<file path="src/logic/diag_pkg.sv">
// Constants, register map and carrier types of the fault and diagnosis block
package diag_pkg;

  localparam int NUM_CH = 8;
  localparam int ADDR_W = 4;
  localparam int DATA_W = 8;

  // Clock rate and timing
  localparam int CLK_MHZ = 20;
  localparam int SYNC_LAT = 3;
  localparam int OPEN_LOAD_DELAY_MIN_US = 100;
  localparam int OPEN_LOAD_DELAY_MAX_US = 250;
  localparam int OVERLOAD_OFF_DELAY_MAX_US = 60;
  // Least open-load delay, rounded up to whole cycles
  localparam int OPEN_LOAD_CYCLES = OPEN_LOAD_DELAY_MIN_US * CLK_MHZ;
  // Longest overload delay, less synchroniser and flag register latency
  localparam int OVERLOAD_CYCLES = OVERLOAD_OFF_DELAY_MAX_US * CLK_MHZ - SYNC_LAT - 2;

  // Register offsets
  localparam logic [ADDR_W-1:0] REG_DIAG01 = 4'h0;
  localparam logic [ADDR_W-1:0] REG_DIAG23 = 4'h1;
  localparam logic [ADDR_W-1:0] REG_DIAG45 = 4'h2;
  localparam logic [ADDR_W-1:0] REG_DIAG67 = 4'h3;
  localparam logic [ADDR_W-1:0] REG_CMD = 4'h4;
  localparam logic [ADDR_W-1:0] REG_DIAG_CURRENT_CFG = 4'h5;
  localparam logic [ADDR_W-1:0] REG_CHAN_STATE = 4'h6;
  localparam logic [ADDR_W-1:0] REG_INT_STATUS = 4'h7;
  localparam logic [ADDR_W-1:0] REG_INT_MASK = 4'h8;

  // Field positions
  localparam int CMD_CPL_BIT = 0;
  localparam int DIAG_PROT_EVEN_BIT = 0;
  localparam int DIAG_OL_EVEN_BIT = 1;
  localparam int DIAG_PROT_ODD_BIT = 2;
  localparam int DIAG_OL_ODD_BIT = 3;
  localparam int INT_PROT_BIT = 0;
  localparam int INT_OL_BIT = 1;

  // Values after reset
  localparam logic [DATA_W-1:0] DIAG_CURRENT_RST = 8'h00;
  localparam logic [DATA_W-1:0] INT_MASK_RST = 8'h00;
  localparam logic [DATA_W-1:0] INT_STATUS_RST = 8'h00;

  // Register port request
  typedef struct packed {
    logic [ADDR_W-1:0] addr;
    logic [DATA_W-1:0] wdata;
    logic wr;
    logic rd;
  } reg_req_t;

  // Analog fault indications of all channels
  typedef struct packed {
    logic [NUM_CH-1:0] overload;
    logic [NUM_CH-1:0] overtemp;
    logic [NUM_CH-1:0] open_load;
  } fault_in_t;

endpackage

</file>
<file path="src/logic/sync3.sv">
// Three-stage synchroniser that accepts a change once stages two and three agree
`timescale 1ns/100ps
module sync3 import diag_pkg::*; #(
  parameter int WIDTH = 1
) (
  // Clock and reset
  input wire logic clock,
  input wire logic rst,
  // Data
  input wire logic [WIDTH-1:0] din,
  output logic [WIDTH-1:0] dout
);

  logic [WIDTH-1:0] s1_q, s2_q, s3_q, out_q;
  logic [WIDTH-1:0] out_d;

  always_comb begin
    out_d = out_q;
    for (int i = 0; i < WIDTH; i++) begin
      if (s2_q[i] == s3_q[i]) begin
        out_d[i] = s3_q[i];
      end
    end
  end

  always_ff @(posedge clock or posedge rst) begin
    if (rst) begin
      s1_q <= '0;
      s2_q <= '0;
      s3_q <= '0;
      out_q <= '0;
    end else begin
      s1_q <= din;
      s2_q <= s1_q;
      s3_q <= s2_q;
      out_q <= out_d;
    end
  end

  assign dout = out_q;

endmodule

</file>
<file path="src/logic/qual_timer.sv">
// Qualification timer: reports a condition once it held for COUNT cycles in a row
`timescale 1ns/100ps
module qual_timer import diag_pkg::*; #(
  parameter int COUNT = 16
) (
  // Clock and reset
  input wire logic clock,
  input wire logic rst,
  // Condition and result
  input wire logic cond,
  output logic done
);

  localparam int W = $clog2(COUNT + 1);
  localparam logic [W-1:0] LAST = W'(COUNT);

  logic [W-1:0] cnt_q, cnt_d;

  if (COUNT < 1) begin : g_check
    $error("qual_timer COUNT must be at least one");
  end

  always_comb begin
    if (!cond) begin
      cnt_d = '0;
    end else if (cnt_q != LAST) begin
      cnt_d = cnt_q + W'(1);
    end else begin
      cnt_d = cnt_q;
    end
  end

  always_ff @(posedge clock or posedge rst) begin
    if (rst) begin
      cnt_q <= '0;
    end else begin
      cnt_q <= cnt_d;
    end
  end

  assign done = cond && (cnt_q == LAST);

  timer_restart_a: assert property (@(posedge clock) disable iff (rst) !cond |=> cnt_q == '0)
    else $error("timer did not restart after condition dropped");

endmodule

</file>
<file path="src/logic/power_switch_fault_diagnosis.sv">
// Fault latching, open-load diagnosis and register file of an eight-channel power switch
// Behaviour
// - Each channel latches overload or over-temperature shutdown until cleared.
// - Writing the clear command bit as one clears all protection flags except those whose fault event is present in that cycle.
// - The clear command bit returns to zero at the next accepted frame.
// - Each channel latches detected open load until the flag is cleared.
// - Reading a diagnosis register clears its open-load flags after capturing them.
// - No open-load detection and no open-load flag while a channel is on; a flag latched while off stays set after the channel turns on.
// - Off channel sets open-load flag after comparator holds the qualification delay.
// - Per-channel enable bit written as one turns on the diagnosis current.
// - Over-temperature sets the protection flag and forces an active channel off.
// - Sustained overload on an active channel turns it off within 60 us.
// - A protected channel stays off until the clear command clears its latch.
// - Over-temperature also sets the protection flag while the channel is off.
// - Four diagnosis registers hold two channels each in bits zero to three.
//
// Our own choices: the strobed register port and the address map.
`timescale 1ns/100ps
module power_switch_fault_diagnosis import diag_pkg::*; #(
  parameter int CHANNELS = NUM_CH
) (
  // Clock and reset
  input wire logic clock,
  input wire logic rst,
  // Register port
  input wire reg_req_t reg_req,
  output logic [DATA_W-1:0] rd_data,
  // Serial frame accepted
  input wire logic frame_valid,
  // Channel requests from the input selection
  input wire logic [NUM_CH-1:0] ch_request,
  // Analog fault comparators
  input wire fault_in_t fault_pins,
  // Channel control and diagnosis
  output logic [NUM_CH-1:0] ch_on,
  output logic [NUM_CH-1:0] diag_current_enable,
  output logic [NUM_CH-1:0] protect_fault_flag,
  output logic [NUM_CH-1:0] open_load_flag,
  // Interrupt
  output logic irq
);

  if (CHANNELS != NUM_CH) begin : g_check
    $error("power_switch_fault_diagnosis serves exactly eight channels");
  end

  // Synchronised comparator levels
  fault_in_t fault_s;
  logic [NUM_CH-1:0] ovl_s, ot_s, ol_s;

  sync3 #(
    .WIDTH(3 * NUM_CH)
  ) u_sync (
    .clock(clock),
    .rst(rst),
    .din(fault_pins),
    .dout(fault_s)
  );

  assign ovl_s = fault_s.overload;
  assign ot_s = fault_s.overtemp;
  assign ol_s = fault_s.open_load;

  // Channel state and latched flags
  logic [NUM_CH-1:0] prot_q, prot_d;
  logic [NUM_CH-1:0] ol_q, ol_d;
  logic [NUM_CH-1:0] on_q, on_d;
  logic [NUM_CH-1:0] ovl_cond, ovl_done;
  logic [NUM_CH-1:0] ol_cond, ol_done;
  logic [NUM_CH-1:0] prot_set, ol_set, ol_clr;

  // Qualification timers, one pair per channel
  for (genvar i = 0; i < NUM_CH; i++) begin : g_ch
    assign ovl_cond[i] = ovl_s[i] && on_q[i];
    assign ol_cond[i] = ol_s[i] && !on_q[i];

    qual_timer #(
      .COUNT(OVERLOAD_CYCLES)
    ) u_ovl (
      .clock(clock),
      .rst(rst),
      .cond(ovl_cond[i]),
      .done(ovl_done[i])
    );

    qual_timer #(
      .COUNT(OPEN_LOAD_CYCLES)
    ) u_ol (
      .clock(clock),
      .rst(rst),
      .cond(ol_cond[i]),
      .done(ol_done[i])
    );
  end

  // Register decode
  logic cpl_clr;
  logic diag_rd;
  logic [1:0] diag_idx;

  assign cpl_clr = reg_req.wr && (reg_req.addr == REG_CMD) && reg_req.wdata[CMD_CPL_BIT];
  assign diag_rd = reg_req.rd && (reg_req.addr[ADDR_W-1:2] == REG_DIAG01[ADDR_W-1:2]);
  assign diag_idx = reg_req.addr[1:0];

  // Protection and open-load latches
  always_comb begin
    prot_set = ot_s | ovl_done;
    ol_set = ol_done & ~on_q;
    ol_clr = '0;
    if (diag_rd) begin
      ol_clr[2 * diag_idx] = 1'b1;
      ol_clr[2 * diag_idx + 1] = 1'b1;
    end
    if (cpl_clr) begin
      prot_d = prot_set;
    end else begin
      prot_d = prot_q | prot_set;
    end
    ol_d = (ol_q & ~ol_clr) | ol_set;
    on_d = ch_request & ~prot_d;
  end

  always_ff @(posedge clock or posedge rst) begin
    if (rst) begin
      prot_q <= '0;
      ol_q <= '0;
      on_q <= '0;
    end else begin
      prot_q <= prot_d;
      ol_q <= ol_d;
      on_q <= on_d;
    end
  end

  // Command and configuration registers
  logic cpl_q, cpl_d;
  logic [NUM_CH-1:0] dcc_q, dcc_d;
  logic [DATA_W-1:0] mask_q, mask_d;

  always_comb begin
    cpl_d = cpl_q;
    if (cpl_clr) begin
      cpl_d = 1'b1;
    end else if (frame_valid) begin
      cpl_d = 1'b0;
    end
    dcc_d = dcc_q;
    if (reg_req.wr && (reg_req.addr == REG_DIAG_CURRENT_CFG)) begin
      dcc_d = reg_req.wdata;
    end
    mask_d = mask_q;
    if (reg_req.wr && (reg_req.addr == REG_INT_MASK)) begin
      mask_d = reg_req.wdata;
    end
  end

  always_ff @(posedge clock or posedge rst) begin
    if (rst) begin
      cpl_q <= 1'b0;
      dcc_q <= DIAG_CURRENT_RST;
      mask_q <= INT_MASK_RST;
    end else begin
      cpl_q <= cpl_d;
      dcc_q <= dcc_d;
      mask_q <= mask_d;
    end
  end

  // Interrupt status, set wins over write-one-to-clear
  logic [DATA_W-1:0] stat_q, stat_d;
  logic [DATA_W-1:0] stat_ev;
  logic [DATA_W-1:0] stat_w1c;

  always_comb begin
    stat_ev = '0;
    stat_ev[INT_PROT_BIT] = |(prot_set & ~prot_q);
    stat_ev[INT_OL_BIT] = |(ol_set & ~ol_q);
    stat_w1c = '0;
    if (reg_req.wr && (reg_req.addr == REG_INT_STATUS)) begin
      stat_w1c = reg_req.wdata;
    end
    stat_d = (stat_q & ~stat_w1c) | stat_ev;
  end

  always_ff @(posedge clock or posedge rst) begin
    if (rst) begin
      stat_q <= INT_STATUS_RST;
    end else begin
      stat_q <= stat_d;
    end
  end

  // Read data, standing only in the cycle after the read strobe
  logic [DATA_W-1:0] rd_q, rd_d;
  logic irq_q, irq_d;

  always_comb begin
    rd_d = '0;
    if (reg_req.rd) begin
      case (reg_req.addr)
        REG_DIAG01, REG_DIAG23, REG_DIAG45, REG_DIAG67: begin
          rd_d[DIAG_PROT_EVEN_BIT] = prot_q[2 * diag_idx];
          rd_d[DIAG_OL_EVEN_BIT] = ol_q[2 * diag_idx];
          rd_d[DIAG_PROT_ODD_BIT] = prot_q[2 * diag_idx + 1];
          rd_d[DIAG_OL_ODD_BIT] = ol_q[2 * diag_idx + 1];
        end
        REG_CMD: begin
          rd_d[CMD_CPL_BIT] = cpl_q;
        end
        REG_DIAG_CURRENT_CFG: begin
          rd_d = dcc_q;
        end
        REG_CHAN_STATE: begin
          rd_d = on_q;
        end
        REG_INT_STATUS: begin
          rd_d = stat_q;
        end
        REG_INT_MASK: begin
          rd_d = mask_q;
        end
        default: begin
          rd_d = '0;
        end
      endcase
    end
    irq_d = |(stat_d & mask_d);
  end

  always_ff @(posedge clock or posedge rst) begin
    if (rst) begin
      rd_q <= '0;
      irq_q <= 1'b0;
    end else begin
      rd_q <= rd_d;
      irq_q <= irq_d;
    end
  end

  assign rd_data = rd_q;
  assign irq = irq_q;
  assign ch_on = on_q;
  assign diag_current_enable = dcc_q;
  assign protect_fault_flag = prot_q;
  assign open_load_flag = ol_q;

  // Check-side bounds of the two qualification delays
  localparam logic [12:0] OL_MIN_RUN = 13'(OPEN_LOAD_CYCLES);
  localparam logic [12:0] OL_MAX_RUN = 13'(OPEN_LOAD_DELAY_MAX_US * CLK_MHZ);
  localparam logic [12:0] OVL_MIN_RUN = 13'(OVERLOAD_CYCLES);
  localparam logic [12:0] OVL_MAX_RUN = 13'(OVERLOAD_OFF_DELAY_MAX_US * CLK_MHZ - SYNC_LAT - 1);

  // Check-side run lengths of the timed conditions, kept apart from the timers
  logic [NUM_CH-1:0][12:0] ol_run_q, ol_run_d;
  logic [NUM_CH-1:0][12:0] ovl_run_q, ovl_run_d;

  always_comb begin
    for (int i = 0; i < NUM_CH; i++) begin
      ol_run_d[i] = ol_cond[i] ? ol_run_q[i] + 13'h0001 : 13'h0000;
      ovl_run_d[i] = ovl_cond[i] ? ovl_run_q[i] + 13'h0001 : 13'h0000;
    end
  end

  always_ff @(posedge clock or posedge rst) begin
    if (rst) begin
      ol_run_q <= '0;
      ovl_run_q <= '0;
    end else begin
      ol_run_q <= ol_run_d;
      ovl_run_q <= ovl_run_d;
    end
  end

  // Checks
  prot_hold_a: assert property (@(posedge clock) disable iff (rst) !cpl_clr |=> ($past(prot_q) & ~prot_q) == 8'h00)
    else $error("protection flag dropped without clear command");

  cpl_clear_a: assert property (@(posedge clock) disable iff (rst) cpl_clr |=> prot_q == $past(prot_set))
    else $error("clear command did not clear protection flags");

  cpl_self_a: assert property (@(posedge clock) disable iff (rst) cpl_q && frame_valid && !cpl_clr |=> !cpl_q)
    else $error("clear command bit not released by frame");

  ol_hold_a: assert property (@(posedge clock) disable iff (rst) !diag_rd |=> ($past(ol_q) & ~ol_q) == 8'h00)
    else $error("open-load flag dropped without diagnosis read");

  ol_read_a: assert property (@(posedge clock) disable iff (rst)
    reg_req.rd && reg_req.addr == REG_DIAG23 && ol_q[3] && !ol_set[3]
    |=> rd_data[DIAG_OL_ODD_BIT] && !ol_q[3])
    else $error("diagnosis read did not return and clear open-load flag");

  ol_on_a: assert property (@(posedge clock) disable iff (rst) on_q != 8'h00 |=> (ol_q & ~$past(ol_q) & $past(on_q)) == 8'h00)
    else $error("open-load flag set while channel on");

  ol_delay_a: assert property (@(posedge clock) disable iff (rst)
    (ol_q & ~$past(ol_q)) != 8'h00
    |-> (ol_q & ~$past(ol_q) & ~($past(ol_cond) & $past(ol_cond, 2) & ~$past(on_q))) == 8'h00)
    else $error("open-load flag set without qualified condition");

  dcc_write_a: assert property (@(posedge clock) disable iff (rst)
    reg_req.wr && reg_req.addr == REG_DIAG_CURRENT_CFG |=> diag_current_enable == $past(reg_req.wdata))
    else $error("diagnosis current enable not updated");

  overtemp_off_a: assert property (@(posedge clock) disable iff (rst)
    ot_s != 8'h00 |=> (($past(ot_s) & ~prot_q) == 8'h00) && (($past(ot_s) & ch_on) == 8'h00))
    else $error("over-temperature did not latch flag and force channel off");

  overload_off_a: assert property (@(posedge clock) disable iff (rst)
    ovl_done != 8'h00 |=> (($past(ovl_done) & ~prot_q) == 8'h00) && (($past(ovl_done) & ch_on) == 8'h00))
    else $error("qualified overload did not switch channel off");

  off_hold_a: assert property (@(posedge clock) disable iff (rst) (ch_on & prot_q) == 8'h00)
    else $error("protected channel is on");

  diag_map_a: assert property (@(posedge clock) disable iff (rst)
    reg_req.rd && reg_req.addr == REG_DIAG23
    |=> rd_data == {4'h0, $past(ol_q[3]), $past(prot_q[3]), $past(ol_q[2]), $past(prot_q[2])})
    else $error("diagnosis register layout wrong");

  irq_level_a: assert property (@(posedge clock) disable iff (rst) ##1 irq == |(stat_q & mask_q))
    else $error("interrupt output disagrees with status and mask");

  rd_idle_a: assert property (@(posedge clock) disable iff (rst) !reg_req.rd |=> rd_data == 8'h00)
    else $error("read data not zero outside the read answer cycle");

  stat_set_a: assert property (@(posedge clock) disable iff (rst) stat_ev != 8'h00 |=> (stat_q & $past(stat_ev)) == $past(stat_ev))
    else $error("status event lost against a clear");

  cpl_set_a: assert property (@(posedge clock) disable iff (rst) cpl_clr |=> cpl_q)
    else $error("clear command bit not set by its write");

  prot_set_a: assert property (@(posedge clock) disable iff (rst) prot_set != 8'h00 |=> (prot_q & $past(prot_set)) == $past(prot_set))
    else $error("protection event not latched");

  for (genvar i = 0; i < NUM_CH; i++) begin : g_delay_chk
    ol_min_a: assert property (@(posedge clock) disable iff (rst) $rose(ol_q[i]) |-> $past(ol_run_q[i]) >= OL_MIN_RUN)
      else $error("open-load flag set before the qualification delay");
    ol_max_a: assert property (@(posedge clock) disable iff (rst) ol_run_q[i] >= OL_MAX_RUN |-> ol_q[i])
      else $error("open-load flag missing after the qualification delay");
    ovl_min_a: assert property (@(posedge clock) disable iff (rst)
      $rose(prot_q[i]) && !$past(ot_s[i]) |-> $past(ovl_run_q[i]) >= OVL_MIN_RUN)
      else $error("overload latched before the qualification delay");
    ovl_max_a: assert property (@(posedge clock) disable iff (rst) ovl_run_q[i] <= OVL_MAX_RUN)
      else $error("overloaded channel not switched off in time");
  end

endmodule

</file>
<file path="config.mk">
export PLATFORM = sky130hd
export DESIGN_NAME = power_switch_fault_diagnosis
export DESIGN_NICKNAME = d
export VERILOG_FILES = /design/src/logic/diag_pkg.sv /design/src/logic/sync3.sv /design/src/logic/qual_timer.sv /design/src/logic/power_switch_fault_diagnosis.sv
export SDC_FILE = /design/constraint.sdc
export NUM_CORES = 1
export LEC_CHECK = 0
export BUFFER_PORTS_ARGS = -buffer_cell sky130_fd_sc_hd__buf_2
export CAP_MARGIN = 20
export CORE_ASPECT_RATIO = 2
export CORE_UTILIZATION = 54
export CTS_CLUSTER_DIAMETER = 30
export CTS_CLUSTER_SIZE = 25
export DETAILED_ROUTE_END_ITERATION = 10
export GPL_TIMING_DRIVEN = 0
export PLACE_DENSITY = 0.82
export SLEW_MARGIN = 10
export SYNTH_ARGS = -nofsm -noshare
export SYNTH_HDL_FRONTEND = slang
export SYNTH_SLANG_ARGS = --single-unit
</file>
<file path="constraint.sdc">
create_clock -name clock -period 10.7 [get_ports clock]
set_input_delay 1.605 -clock clock [delete_from_list [all_inputs] [get_ports clock]]
set_output_delay 1.605 -clock clock [all_outputs]
set_load 0.02 [all_outputs]
</file>
# ---- After elaboration in Yosys (flattened, before gate mapping)
# Cells that the tools add are included.
dict set report word_totals {
  ramBits 0
  elab_cells 280
  mem_bits_ro 0
  register_bits 330
  latch_bits 0
  mem_count 0
  output_inout_bits 41
}
dict set report classes {
  n_mux 54
  shifts 0
  div_mod_pow 0
  n_lt_le_gt_ge 4
  bitwise 18
  addsub 17
  mul 0
  n_reduce_logical 55
  eq_ne 80
}
# operator count
set ops {}
lappend ops {{11-bit two-way mux} 32}
lappend ops {{11-bit by 1-bit adder with 11-bit output, second input constant} 16}
lappend ops {{11-bit equality test, second input constant} 16}
lappend ops {{11-bit inequality test, second input constant} 16}
lappend ops {{8-bit AND} 7}
lappend ops {{8-bit inverter} 6}
lappend ops {{1-bit logical AND} 40}
lappend ops {{8-bit two-way mux} 5}
lappend ops {{32-bit by 1-bit greater-or-equal comparator with 1-bit output, second input constant} 1}
lappend ops {{2-bit inequality test, second input constant} 16}
lappend ops {{1-bit equality test} 24}
lappend ops {{8-bit OR} 3}
lappend ops {{8-bit OR reduction} 3}
lappend ops {{4-bit by 3-bit equality test with 1-bit output, second input constant} 4}
lappend ops {{4-bit one-hot mux with 4 select lines} 1}
lappend ops {{3-bit one-hot mux with 5 select lines} 1}
lappend ops {{4-bit by 2-bit equality test with 1-bit output, second input constant} 2}
lappend ops {{1-bit zero test} 8}
lappend ops {{1-bit two-way mux} 8}
lappend ops {{7-bit by 8-bit OR with 8-bit output} 1}
lappend ops {{8-bit by 2-bit OR with 8-bit output} 1}
lappend ops {{1-bit binary-select mux with 3-bit select} 2}
lappend ops {{1-bit one-hot mux with 6 select lines} 1}
lappend ops {{3-bit by 1-bit adder with 4-bit output, second input constant} 1}
lappend ops {{other kinds (12)} 13}

# ---- Logic depth before layout (Yosys ltp)
# Gate-level depths: netlist (run 1).
dict set report depth {
  ltp_word 10
  mapped_depth 9
}

# ---- Hierarchy
# A second synthesis (run 1) with hierarchy kept.
dict set report hier_totals {
  cells_unflattened 1372
  hier_area_um2 14974.4
}
# mod area_per_inst_um2 cells_per_inst instances
set by_module_without_submodules {}
lappend by_module_without_submodules {{qual_timer at g_ch[0].u_ovl ...} 591.8 61 8}
lappend by_module_without_submodules {{qual_timer at g_ch[0].u_ol ...} 585.6 63 8}
lappend by_module_without_submodules {power_switch_fault_diagnosis 2879.0 259 1}
lappend by_module_without_submodules {sync3 2676.3 121 1}

# ---- Least setup slack after synthesis (run 1)
# Ideal clock, no wire load.
dict set report synth_path {
  path_kind {input -> register}
  startpoint {input reg_req[10] (netlist name)}
  endpoint {register irq_q, in the netlist irq}
  setup_time_ps 126
  t_arrival_ps 3019
  setup_slack_ps 7555
  required_time_ps 10574
  path_stages 7
  path_cell_list {buf_6 -> nor4b_4 -> nand2_4 -> mux2_2 -> a22oi_2 -> nand3_1 -> a221o_1}
}
dict set report synth_via {
  elab_cells_between_ends 11
}
# element line
set synth_lines {}
lappend synth_lines {{start, declared} power_switch_fault_diagnosis.sv:26} ;# input wire reg_req_t reg_req,
lappend synth_lines {{4-bit equality test} power_switch_fault_diagnosis.sv:152} ;# if (reg_req.wr && (reg_req.addr == REG_INT_MASK)) begin
lappend synth_lines {{1-bit logical AND} power_switch_fault_diagnosis.sv:152}
lappend synth_lines {{8-bit two-way mux} power_switch_fault_diagnosis.sv:152}
lappend synth_lines {{named net mask_d[6]} power_switch_fault_diagnosis.sv:138} ;# logic [DATA_W-1:0] mask_q, mask_d;
lappend synth_lines {{8-bit AND} power_switch_fault_diagnosis.sv:227} ;# irq_d = |(stat_d & mask_d);
lappend synth_lines {{8-bit OR reduction} power_switch_fault_diagnosis.sv:227}
lappend synth_lines {{named net irq_d} power_switch_fault_diagnosis.sv:195} ;# logic irq_q, irq_d;
lappend synth_lines {{end signal, assigned} power_switch_fault_diagnosis.sv:236} ;# irq_q <= irq_d;
lappend synth_lines {{end, declared} power_switch_fault_diagnosis.sv:195}
# The timed path passes the listed nets, and every way through them passes these cells.
# A chain may end at the register's enable or synchronous reset.

# ---- Worst setup path after layout (run 1)
dict set report layout_path {
  startpoint {input reg_req[13] (netlist name)}
  endpoint {register irq_q, in the netlist irq}
}
dict set report layout_via {
  elab_chain_cells 8
  elab_cells_between_ends 11
}
# element line
set layout_lines {}
lappend layout_lines {{4-bit by 3-bit equality test with 1-bit output} power_switch_fault_diagnosis.sv:179} ;# if (reg_req.wr && (reg_req.addr == REG_INT_STATUS)) begin
lappend layout_lines {{1-bit logical AND} power_switch_fault_diagnosis.sv:179}
lappend layout_lines {{8-bit two-way mux} power_switch_fault_diagnosis.sv:179}
lappend layout_lines {{8-bit inverter} power_switch_fault_diagnosis.sv:182} ;# stat_d = (stat_q & ~stat_w1c) | stat_ev;
lappend layout_lines {{8-bit AND} power_switch_fault_diagnosis.sv:182}
lappend layout_lines {{8-bit by 2-bit OR with 8-bit output} power_switch_fault_diagnosis.sv:182}
lappend layout_lines {{named net stat_d[0]} power_switch_fault_diagnosis.sv:170} ;# logic [DATA_W-1:0] stat_q, stat_d;
lappend layout_lines {{8-bit AND} power_switch_fault_diagnosis.sv:227}
lappend layout_lines {{8-bit OR reduction} power_switch_fault_diagnosis.sv:227}
lappend layout_lines {{named net irq_d} power_switch_fault_diagnosis.sv:195}
# The timed path passes the listed nets, and every way through them passes these cells.

==> results of run 1 <==
[worst paths after layout]
path | endpoint | slack (ps) | cells past startpoint
setup / recovery | irq | 7650 | 8
hold reg to reg | u_sync.s2_q[8] | 340 | 0
max in group asynchronous | g_ch[2].u_ovl.cnt_q[5] | 8140 | 6
setup reg to reg | irq | 8310 | 9
hold / removal | u_sync.s2_q[8] | 340 | 0
min in group asynchronous | g_ch[4].u_ol.cnt_q[4] | 1160 | 2
[registers in the layout, summed over array words and instances (netlist names)]
| name | count |
|---|---|
| protect_fault_flag | 8 |
| g_ch.u_ol.cnt_q | 88 |
| g_ch.u_ovl.cnt_q | 88 |
| irq | 1 |
| mask_q | 8 |
| diag_current_enable | 8 |
| cpl_q | 1 |
| u_sync.dout | 24 |
| u_sync.s3_q | 24 |
| ch_on | 8 |
| u_sync.s2_q | 24 |
| stat_q | 8 |
| rd_data | 8 |
| open_load_flag | 8 |
| u_sync.s1_q | 24 |
[where the power goes]
part	switching (uW)	internal [uW]	leakage [uW]	total [uW]
Clock	568	849	0.000692	1420
Sequential	47.5	1310	0.00429	1350
Combinational	121	77.5	0.00222	199
Total	737	2230	0.00720	2970
[synth_stat cells (all sizes together), types with 22 or more instances]
cell / number / share of area [%]
nand2: 70 / 1.9
xor2: 80 / 5.0
nand3: 71 / 2.5
o21ai: 34 / 1.2
nand4: 28 / 1.3
or3: 22 / 0.98
maj3: 24 / 1.7
and3: 31 / 1.4
a21oi: 40 / 1.4
nor2: 195 / 5.2
xnor2: 47 / 2.9
ha: 24 / 2.1
dfrtp: 330 / 59
clkbuf: 24 / 0.64
inv: 43 / 1.2
[placed cells by master (no fill, tap or decap), types with 31 or more instances in the layout]
cell type / netlist / routed
a21oi_1: 40 / 40
nand2_1: 69 / 69
nand3_1: 71 / 71
buf_2: 2 / 90
and3_1: 31 / 31
dfrtp_1: 330 / 330
nor2_1: 195 / 195
inv_1: 43 / 42
xnor2_1: 47 / 47
xor2_1: 80 / 80
clkbuf_16: 0 / 41
o21ai_0: 34 / 34
[stage by stage]
stage	hold slack, ps	power (uW)	utilization [%]
final	343	2970	64.6
after floorplan	331	1490	-
after global routing	352	3080	64.6
after detailed placement	335	1580	58.9
after global placement	333	1560	58.2
after CTS	347	3000	64.6
[layer usage]
metal	up-vias	part of all wire, %
met5	-	0.14
met4	6	4.7
met3	94	6.0
met2	254	54
met1	4902	35
li1	4547	-
[cell type report]
class                           count  area (sq um)  area share (%)
Sequential cell                   330          8260            50.1
Tap cell                          340           425            2.58
Clock buffer                       45          1080            6.55
Buffer                             28           115           0.698
Multi-Input combinational cell    846          5470            33.2
Timing Repair Buffer               97           621            3.76
Clock inverter                     25           353            2.14
Inverter                           43           165            1.00
[logic make-up after synthesis]
group                    share of synthesized area (%)
XOR/XNOR                                          7.94
buffers and inverters                             1.97
AO/OA/AOI/OAI                                     4.75
adder cells (fa/ha/maj)                           3.86
flip-flops                                        58.9
multiplexers                                      3.63
AND/OR/NAND/NOR                                   18.9
[worst max-delay path: cells and delay by family]
kind	cells	cell delay (ps)
buffers and inverters	2	340
and+or+nand+nor	3	390
AOI/OAI and AO/OA	3	1110
==> impl_metrics.env, run 1 <==
export IMPL_die_h_um=230
export IMPL_nNetsFinal=1457
export IMPL_cts_buffer_depth=3
export IMPL_setup_viol=0
export IMPL_hp_start="u_sync.s1_q[8]"
export IMPL_worst_path_most_repeated_cell="buf_2"
export IMPL_syn_area_sq_mm=0.0140
export IMPL_cp_end_kind="flip-flop"
export IMPL_cts_hold_buf=0
export IMPL_grtUsageMet3_pct=5.88
export IMPL_dieWidth_um=116
export IMPL_cts_sinks=330
export IMPL_cts_setup_buffers=0
export IMPL_r2r_start="g_ch[3].u_ol.cnt_q[0]"
export IMPL_grt_max_degree=40
export IMPL_dp_cells=1684
export IMPL_fillers=1927
export IMPL_final_layout_size_suffix_gt1_share_pct=14.6
export IMPL_synth_seq_cells=330
export IMPL_worstPathMaxFanout=9
export IMPL_final_cell_count_no_fill=1754
export IMPL_crit_path_start="reg_req[13]"
export IMPL_synthFlopType="dfrtp_1"
export IMPL_cts_tree="yes"
export IMPL_final_max_slew_viol_count=0
export IMPL_post_cts_resized=0
export IMPL_critPathLaunchType="input pin"
export IMPL_post_drt_wl_per_cell_um=17.2
export IMPL_grt_pass1_vias=10500
export IMPL_row_count=83
export IMPL_cp_arrival_ps=3440
export IMPL_maxCapViolations=0
export IMPL_stdcell_area_sq_mm=0.0165
export IMPL_synth_fp_nets=1320
export IMPL_clock_skew_final_ps=17.1
export IMPL_htreeDepth=2
export IMPL_start_util_pct=54.8
export IMPL_grtUsageMet2_pct=43.4
export IMPL_ir_worst_vdd_uv=194
export IMPL_ant_nets=0
export IMPL_totalWireLength_mm=30.2
export IMPL_vias_per_cell=5.59
export IMPL_dieArea_sq_mm=0.0266
export IMPL_path_cells="buf_2 > nor2b_1 > buf_2 > nand4_1 > a2111oi_0 > o21a_1 > nand3_1 > a221o_1"
export IMPL_antenna_found_initial=4
export IMPL_io_pins=90
export IMPL_netlist_instances=1247
export IMPL_ys_types=57
export IMPL_drtIter0Drc=578
export IMPL_clk_pin_slew_ps=60
export IMPL_worst_hold_path_type="reg2reg"
export IMPL_slowest_delay_ps=510
export IMPL_fin_crit_ps=3050
export IMPL_globalRoute_busiestLayer="met2"
export IMPL_final_hold_viol_count=0
export IMPL_required_ps=11090
export IMPL_vias=9803
export IMPL_status="completed"
export IMPL_synth_edf_count=0
export IMPL_gp_congestion=0.861
export IMPL_setup_tns_ps=0
export IMPL_grt_overflow_total=0
export IMPL_avgSynthCellArea_sq_um=11.2
export IMPL_worst_slack_ps=7650
export IMPL_cts_buffers=38
export IMPL_portBuffers=88
export IMPL_drt_pass1_iter_count=5
export IMPL_pwr_density_cell_mw_per_mm2=180
export IMPL_period_share_pct=28.5
export IMPL_slew_headroom_pct=33.1
export IMPL_synthArstFlopShare_pct=100
export IMPL_grt_use_met1_pct=25.5
export IMPL_critPathSlowestCell="a2111oi_0"
export IMPL_synth_seq_area_share_pct=58.9
export IMPL_place_hpwl_mm=21.6
export IMPL_synth_warnings=0
export IMPL_crit_type="in2reg"
export IMPL_preCtsSetupSlack_ps=7110
export IMPL_grt_total_usage_pct=24.1
export IMPL_area_growth_pct=17.7
export IMPL_root_buffer="clkbuf_16"
export IMPL_clkLatencyLatePin_ps=540
export IMPL_grt_pass1_wl_mm=50.0
export IMPL_drcViolationCount=0
export IMPL_diodes=0
export IMPL_core_sq_mm=0.0255
export IMPL_rsz0062_at_grt="no"
export IMPL_tightest_slew_ps=995
export IMPL_placed_area_sq_mm=0.0151
export IMPL_leakagePower_uw=0.00720
export IMPL_max_freq_mhz=328
Note: power is estimated with default switching activity, not from simulation.
==> inputs of run 2 (changes only) <==
Settings changed: ABC_AREA set to 1.
Clock period 10.7 ns to 2.4 ns, I/O delays scaled along.
==> run 2 against run 1 <==
Against the previous run:
- utilization increased by 0.50 points
- worst setup slack got worse by 7200 ps
- via count increased by 18%
- critical endpoint unchanged
- cell area increased by 3.2%
- hold slack got worse by 320 ps
- synthesized cell count increased by 27%
- global-route usage increased by 1.1 points
- first-iteration DRC count increased by 28%
- largest power group is now sequential cells
- clock skew increased by 4.2 ps
- register-to-register slack got worse by 7900 ps
- die area increased by 2.5%
==> impl_metrics.env, run 2 <==
export IMPL_status="completed"
export IMPL_drtIter0Drc=740
export IMPL_yosys_area_top_type_share_pct=57.5
export IMPL_multi_input_area_sq_mm=0.00512
export IMPL_cp_arrival_ps=2440
export IMPL_r2r_cells=10
export IMPL_core_sq_mm=0.0262
export IMPL_top_regs="g_ch.u_ol.cnt_q x88, g_ch.u_ovl.cnt_q x88"
export IMPL_synthFlopType="dfrtp_1"
export IMPL_leakagePower_uw=0.00803
export IMPL_final_hold_viol_count=0
export IMPL_syn_area_sq_mm=0.0144
export IMPL_grt_overflow_total=0
export IMPL_final_cell_mix="dfrtp_1 (330), inv_1 (246), nand2_1 (240)"
export IMPL_yosysMostFrequentCell="dfrtp_1"
export IMPL_ant_nets=0
export IMPL_hp_start="frame_valid"
export IMPL_cts_tree="yes"
export IMPL_htreeDepth=2
export IMPL_grt_total_usage_pct=25.2
export IMPL_setup_viol=0
export IMPL_max_freq_mhz=506
export IMPL_synth_common_cells="dfrtp_1 (330), inv_1 (247), nand2_1 (240)"
export IMPL_vias=11600
export IMPL_final_max_slew_viol_count=0
export IMPL_grt_pass1_vias=11900
export IMPL_cts_sinks=330
export IMPL_synth_seq_area_share_pct=57.5
export IMPL_hold_depth=2
export IMPL_grt_pass1_wl_mm=55.6
export IMPL_seq_area_sq_mm=0.00826
export IMPL_crit_type="reg2reg"
export IMPL_slew_headroom_pct=54.8
export IMPL_die_h_um=233
export IMPL_tightest_slew_ps=676
export IMPL_cp_end_kind="flip-flop"
export IMPL_synth_seq_cells=330
export IMPL_worst_hold_path_type="in2reg"
export IMPL_rsz0062_at_grt="no"
export IMPL_drcViolationCount=0
export IMPL_final_cell_count_no_fill=2126
export IMPL_cts_setup_buffers=0
export IMPL_row_count=84
export IMPL_clk_pin_slew_ps=70
export IMPL_layout_commonest_cell="dfrtp_1"
export IMPL_synth_edf_count=0
export IMPL_hold_end="cpl_q"
export IMPL_netlist_instances=1586
export IMPL_ys_types=45
export IMPL_vias_per_cell=5.45
export IMPL_yosys_area_top_type="dfrtp_1"
export IMPL_clock_skew_final_ps=21.3
export IMPL_dieArea_sq_mm=0.0273
export IMPL_clkLatencyLatePin_ps=530
export IMPL_maxCapViolations=0
export IMPL_cts_buffers=38
export IMPL_pwr_density_cell_mw_per_mm2=761
export IMPL_cts_hold_buf=25
export IMPL_antenna_found_initial=2
export IMPL_fillers=2022
export IMPL_area_growth_pct=18.5
export IMPL_drt_pass1_iter_count=7
export IMPL_cts_buffer_depth=3
export IMPL_final_layout_size_suffix_gt1_share_pct=11.1
export IMPL_dieWidth_um=117
export IMPL_setup_tns_ps=0
export IMPL_r2r_slack_ps=420
export IMPL_portBuffers=89
export IMPL_reg2reg_to="irq"
export IMPL_nNetsFinal=1822
export IMPL_synthArstFlopShare_pct=100
export IMPL_worstPathMaxFanout=7
export IMPL_fin_total_pwr_uw=13000
export IMPL_gp_congestion=0.880
export IMPL_synth_warnings=0
export IMPL_place_hpwl_mm=24.1
export IMPL_whs_ps=26.9
export IMPL_root_buffer="clkbuf_16"
export IMPL_io_pins=90
export IMPL_start_util_pct=54.9
export IMPL_post_drt_wl_per_cell_um=15.5
export IMPL_dp_cells=2028
export IMPL_fin_crit_ps=1980
export IMPL_required_ps=2860
export IMPL_synth_fp_nets=1659
export IMPL_synthTopCellsByArea="dfrtp_1 (57%), inv_1 (6.5%), nand2_1 (6.3%), nor2_1 (4.5%), o21ai_0 (3.7%)"
export IMPL_avgSynthCellArea_sq_um=9.06
export IMPL_r2r_start="ch_on[0]"
export IMPL_post_cts_resized=0
export IMPL_grt_max_degree=41
export IMPL_totalWireLength_mm=33.1
export IMPL_critPathLaunchType="flip-flop"
export IMPL_period_share_pct=82.3
export IMPL_ir_worst_vdd_uv=631
==> run 2: kinds of logic after synthesis <==
| logic type | share of synthesized area (%) |
|---|---|
| compound gates | 10.6 |
| mux | 0.0784 |
| flops | 57.5 |
| simple gates | 20.5 |
| buf+inv | 6.89 |
| xor+xnor | 0.731 |
| fa+ha+maj | 3.76 |
==> run 2: layout make-up <==
class | instances | share of cell area, %
multi-input cells | 996 | 30.1
inverters | 252 | 5.58
clock inverters | 26 | 1.72
flip-flops and latches | 330 | 48.5
clock buffers | 44 | 6.15
well taps | 344 | 2.53
plain buffers | 8 | 0.257
repair buffers | 123 | 5.14
diodes | 3 | 0.0441
==> run 2: report_power, final <==
group | internal, uW | switching, uW | leakage (uW) | total, uW
Sequential | 5830 | 207 | 0.00428 | 6030
Clock | 3480 | 2490 | 0.000656 | 5970
Combinational | 341 | 617 | 0.00309 | 958
==> run 2: worst max path at each step <==
stage	start	end	slack [ps]	cells after the start
after floorplan	rst	ch_on[0]	-2370	1
after global placement	rst	u_sync.s2_q[21]	-4040	2
after detailed placement	reg_req[12]	irq	430	10
after CTS	ch_on[0]	irq	450	10
after global routing	ch_on[0]	irq	340	10
final	ch_on[0]	irq	420	10
==> run 2: critical path: stages, from the launching register on <==
cell and delay, ps:
dfrtp_1 620, nand2_1 300, inv_1 250, nand4_1 210, nand2_1 120, nand2_1 60
nand3_1 100, nor2_1 60, nand2_1 90, nand2_1 60, nand2_1 60
==> run 2: per-stage QoR <==
step	instance area, sq um	utilization [%]	setup WS (ps)
CTS	17000	65.0	451
global route	17000	65.0	342
global placement	15200	58.3	-4040
detailed placement	15400	59.0	428
floorplan	14400	-	-2370
finish	17000	65.1	424
==> run 2: routing by layer <==
| metal | vias to the layer above | GRT usage (%) | routed length, um |
|---|---|---|---|
| li1 | 5568 | - | - |
| met1 | 5631 | 27.9 | 12400 |
| met2 | 307 | 47.1 | 17800 |
| met3 | 80 | 3.31 | 1620 |
| met4 | 2 | 11.9 | 1270 |
| met5 | - | 0 | 11 |
==> inputs of run 3 (changes only) <==
Clock period 2.4 ns to 1.8 ns, I/O delays scaled along.
==> run 3 against run 2 <==
Against the previous run:
- die area unchanged
- clock power increased by 34%
- final cell count increased by 0.52%
- sequential power increased by 33%
- cell area increased by 1.1%
- via count increased by 1.0%
- maximum frequency increased by 12%
- non-clock buffer count increased by 13
- critical path type unchanged
- critical endpoint unchanged
- highest routed layer unchanged
==> impl_metrics.env, run 3 (synthesis gave the netlist of run 2 again) <==
export IMPL_htreeDepth=2
export IMPL_clk_pin_slew_ps=60
export IMPL_area_growth_pct=19.8
export IMPL_leakagePower_uw=0.00809
export IMPL_drcViolationCount=0
export IMPL_row_count=84
export IMPL_cp_end_kind="flip-flop"
export IMPL_portBuffers=89
export IMPL_grt_max_degree=41
export IMPL_grt_pass1_wl_mm=56.4
export IMPL_fin_crit_ps=1760
export IMPL_cp_arrival_ps=2160
export IMPL_clock_skew_final_ps=22.6
export IMPL_status="completed"
export IMPL_cts_buffer_depth=3
export IMPL_die_h_um=233
export IMPL_final_cell_mix="dfrtp_1 (327), inv_1 (246), nand2_1 (235)"
export IMPL_rsz0062_at_grt="yes"
export IMPL_period_share_pct=97.8
export IMPL_grt_total_usage_pct=25.6
export IMPL_totalWireLength_mm=33.8
export IMPL_required_ps=2200
export IMPL_final_hold_viol_count=0
export IMPL_dieArea_sq_mm=0.0273
export IMPL_io_pins=90
export IMPL_pwr_density_cell_mw_per_mm2=1010
export IMPL_final_layout_size_suffix_gt1_share_pct=12.1
export IMPL_post_drt_wl_per_cell_um=15.8
export IMPL_grt_pass1_vias=12000
export IMPL_grt_overflow_total=0
export IMPL_critPathLaunchType="flip-flop"
export IMPL_vias_per_cell=5.48
export IMPL_drt_pass1_iter_count=6
export IMPL_crit_type="reg2reg"
export IMPL_drtIter0Drc=815
export IMPL_clkLatencyLatePin_ps=530
export IMPL_layout_commonest_cell="dfrtp_1"
export IMPL_cts_tree="yes"
export IMPL_antenna_found_initial=2
export IMPL_nNetsFinal=1835
export IMPL_place_hpwl_mm=24.1
export IMPL_maxCapViolations=0
export IMPL_core_sq_mm=0.0262
export IMPL_cts_sinks=330
export IMPL_fin_total_pwr_uw=17300
export IMPL_whs_ps=17.2
export IMPL_max_freq_mhz=568
export IMPL_final_max_slew_viol_count=0
export IMPL_setup_viol=0
export IMPL_gp_congestion=0.880
export IMPL_dieWidth_um=117
export IMPL_worst_hold_path_type="in2reg"
export IMPL_slew_headroom_pct=57.5
export IMPL_tightest_slew_ps=632
export IMPL_cts_buffers=38
export IMPL_worstPathMaxFanout=8
export IMPL_start_util_pct=54.9
export IMPL_top_regs="g_ch.u_ol.cnt_q x88, g_ch.u_ovl.cnt_q x88"
export IMPL_root_buffer="clkbuf_16"
export IMPL_vias=11700
export IMPL_ant_nets=0
export IMPL_ir_worst_vdd_uv=893
## run 3: area by class of cell
cell class,instances,area (sq um)
Timing Repair Buffer,136,1000
Buffer,8,45.0
Tap cell,344,430
Multi-Input combinational cell,996,5180
Sequential cell,330,8260
Antenna cell,1,2.50
Clock inverter,26,293
Inverter,252,950
Fill cell,2004,8960
Clock buffer,44,1050
## run 3: repair_timing
item,CTS,global route
hold buffers,37,0
resized for setup,6,14
setup buffers,1,0
endpoints found under the setup margin,2,9
pin swaps,1,2
endpoints found under the hold margin,59,0
## run 3: final timing paths
kind                                  from         endpoint  slack [ps]  depth (start not counted)
max                               ch_on[6]              irq          40                         10
min                             reg_req[4]        mask_q[2]          20                          3
max reg2reg                       ch_on[6]              irq          40                         10
min reg2reg                u_sync.s1_q[19]  u_sync.s2_q[19]         340                          0
max in group asynchronous              rst         ch_on[5]         300                          6
min in group asynchronous              rst   u_sync.s1_q[1]         370                          3
## run 3: through the flow
step	TNS [ps]	std cells	setup WS [ps]	util, %	cell area [sq um]
after floorplan	-949300	1586	-2880	-	14400
after global placement	-1482990	2019	-4550	58.3	15200
after detailed placement	-87.8	2028	-87.8	59.0	15400
after CTS	0	2136	8.56	65.6	17200
after global routing	-52.7	2136	-49.1	65.8	17200
final	0	2137	40.0	65.8	17200
## run 3: layer usage
layer	wire length [um]	track usage, %
met5	11	0
met4	1480	12.5
met3	1630	3.36
met2	18000	47.7
met1	12600	28.4
## run 3: worst max-delay path, stage by stage, from the launching register on
cell	delay, ps
dfrtp_1	510
nand2_1	230
inv_1	170
nand4_1	160
nand2_1	70
nand2_1	70
nand2_1	60
nor2_1	140
nand2_1	100
nand2_1	70
nand2_1	50
## run 3: where the power goes
part	switching [uW]	internal [uW]
Sequential	281	7770
Clock	3330	4640
Combinational	831	474
Total	4440	12900
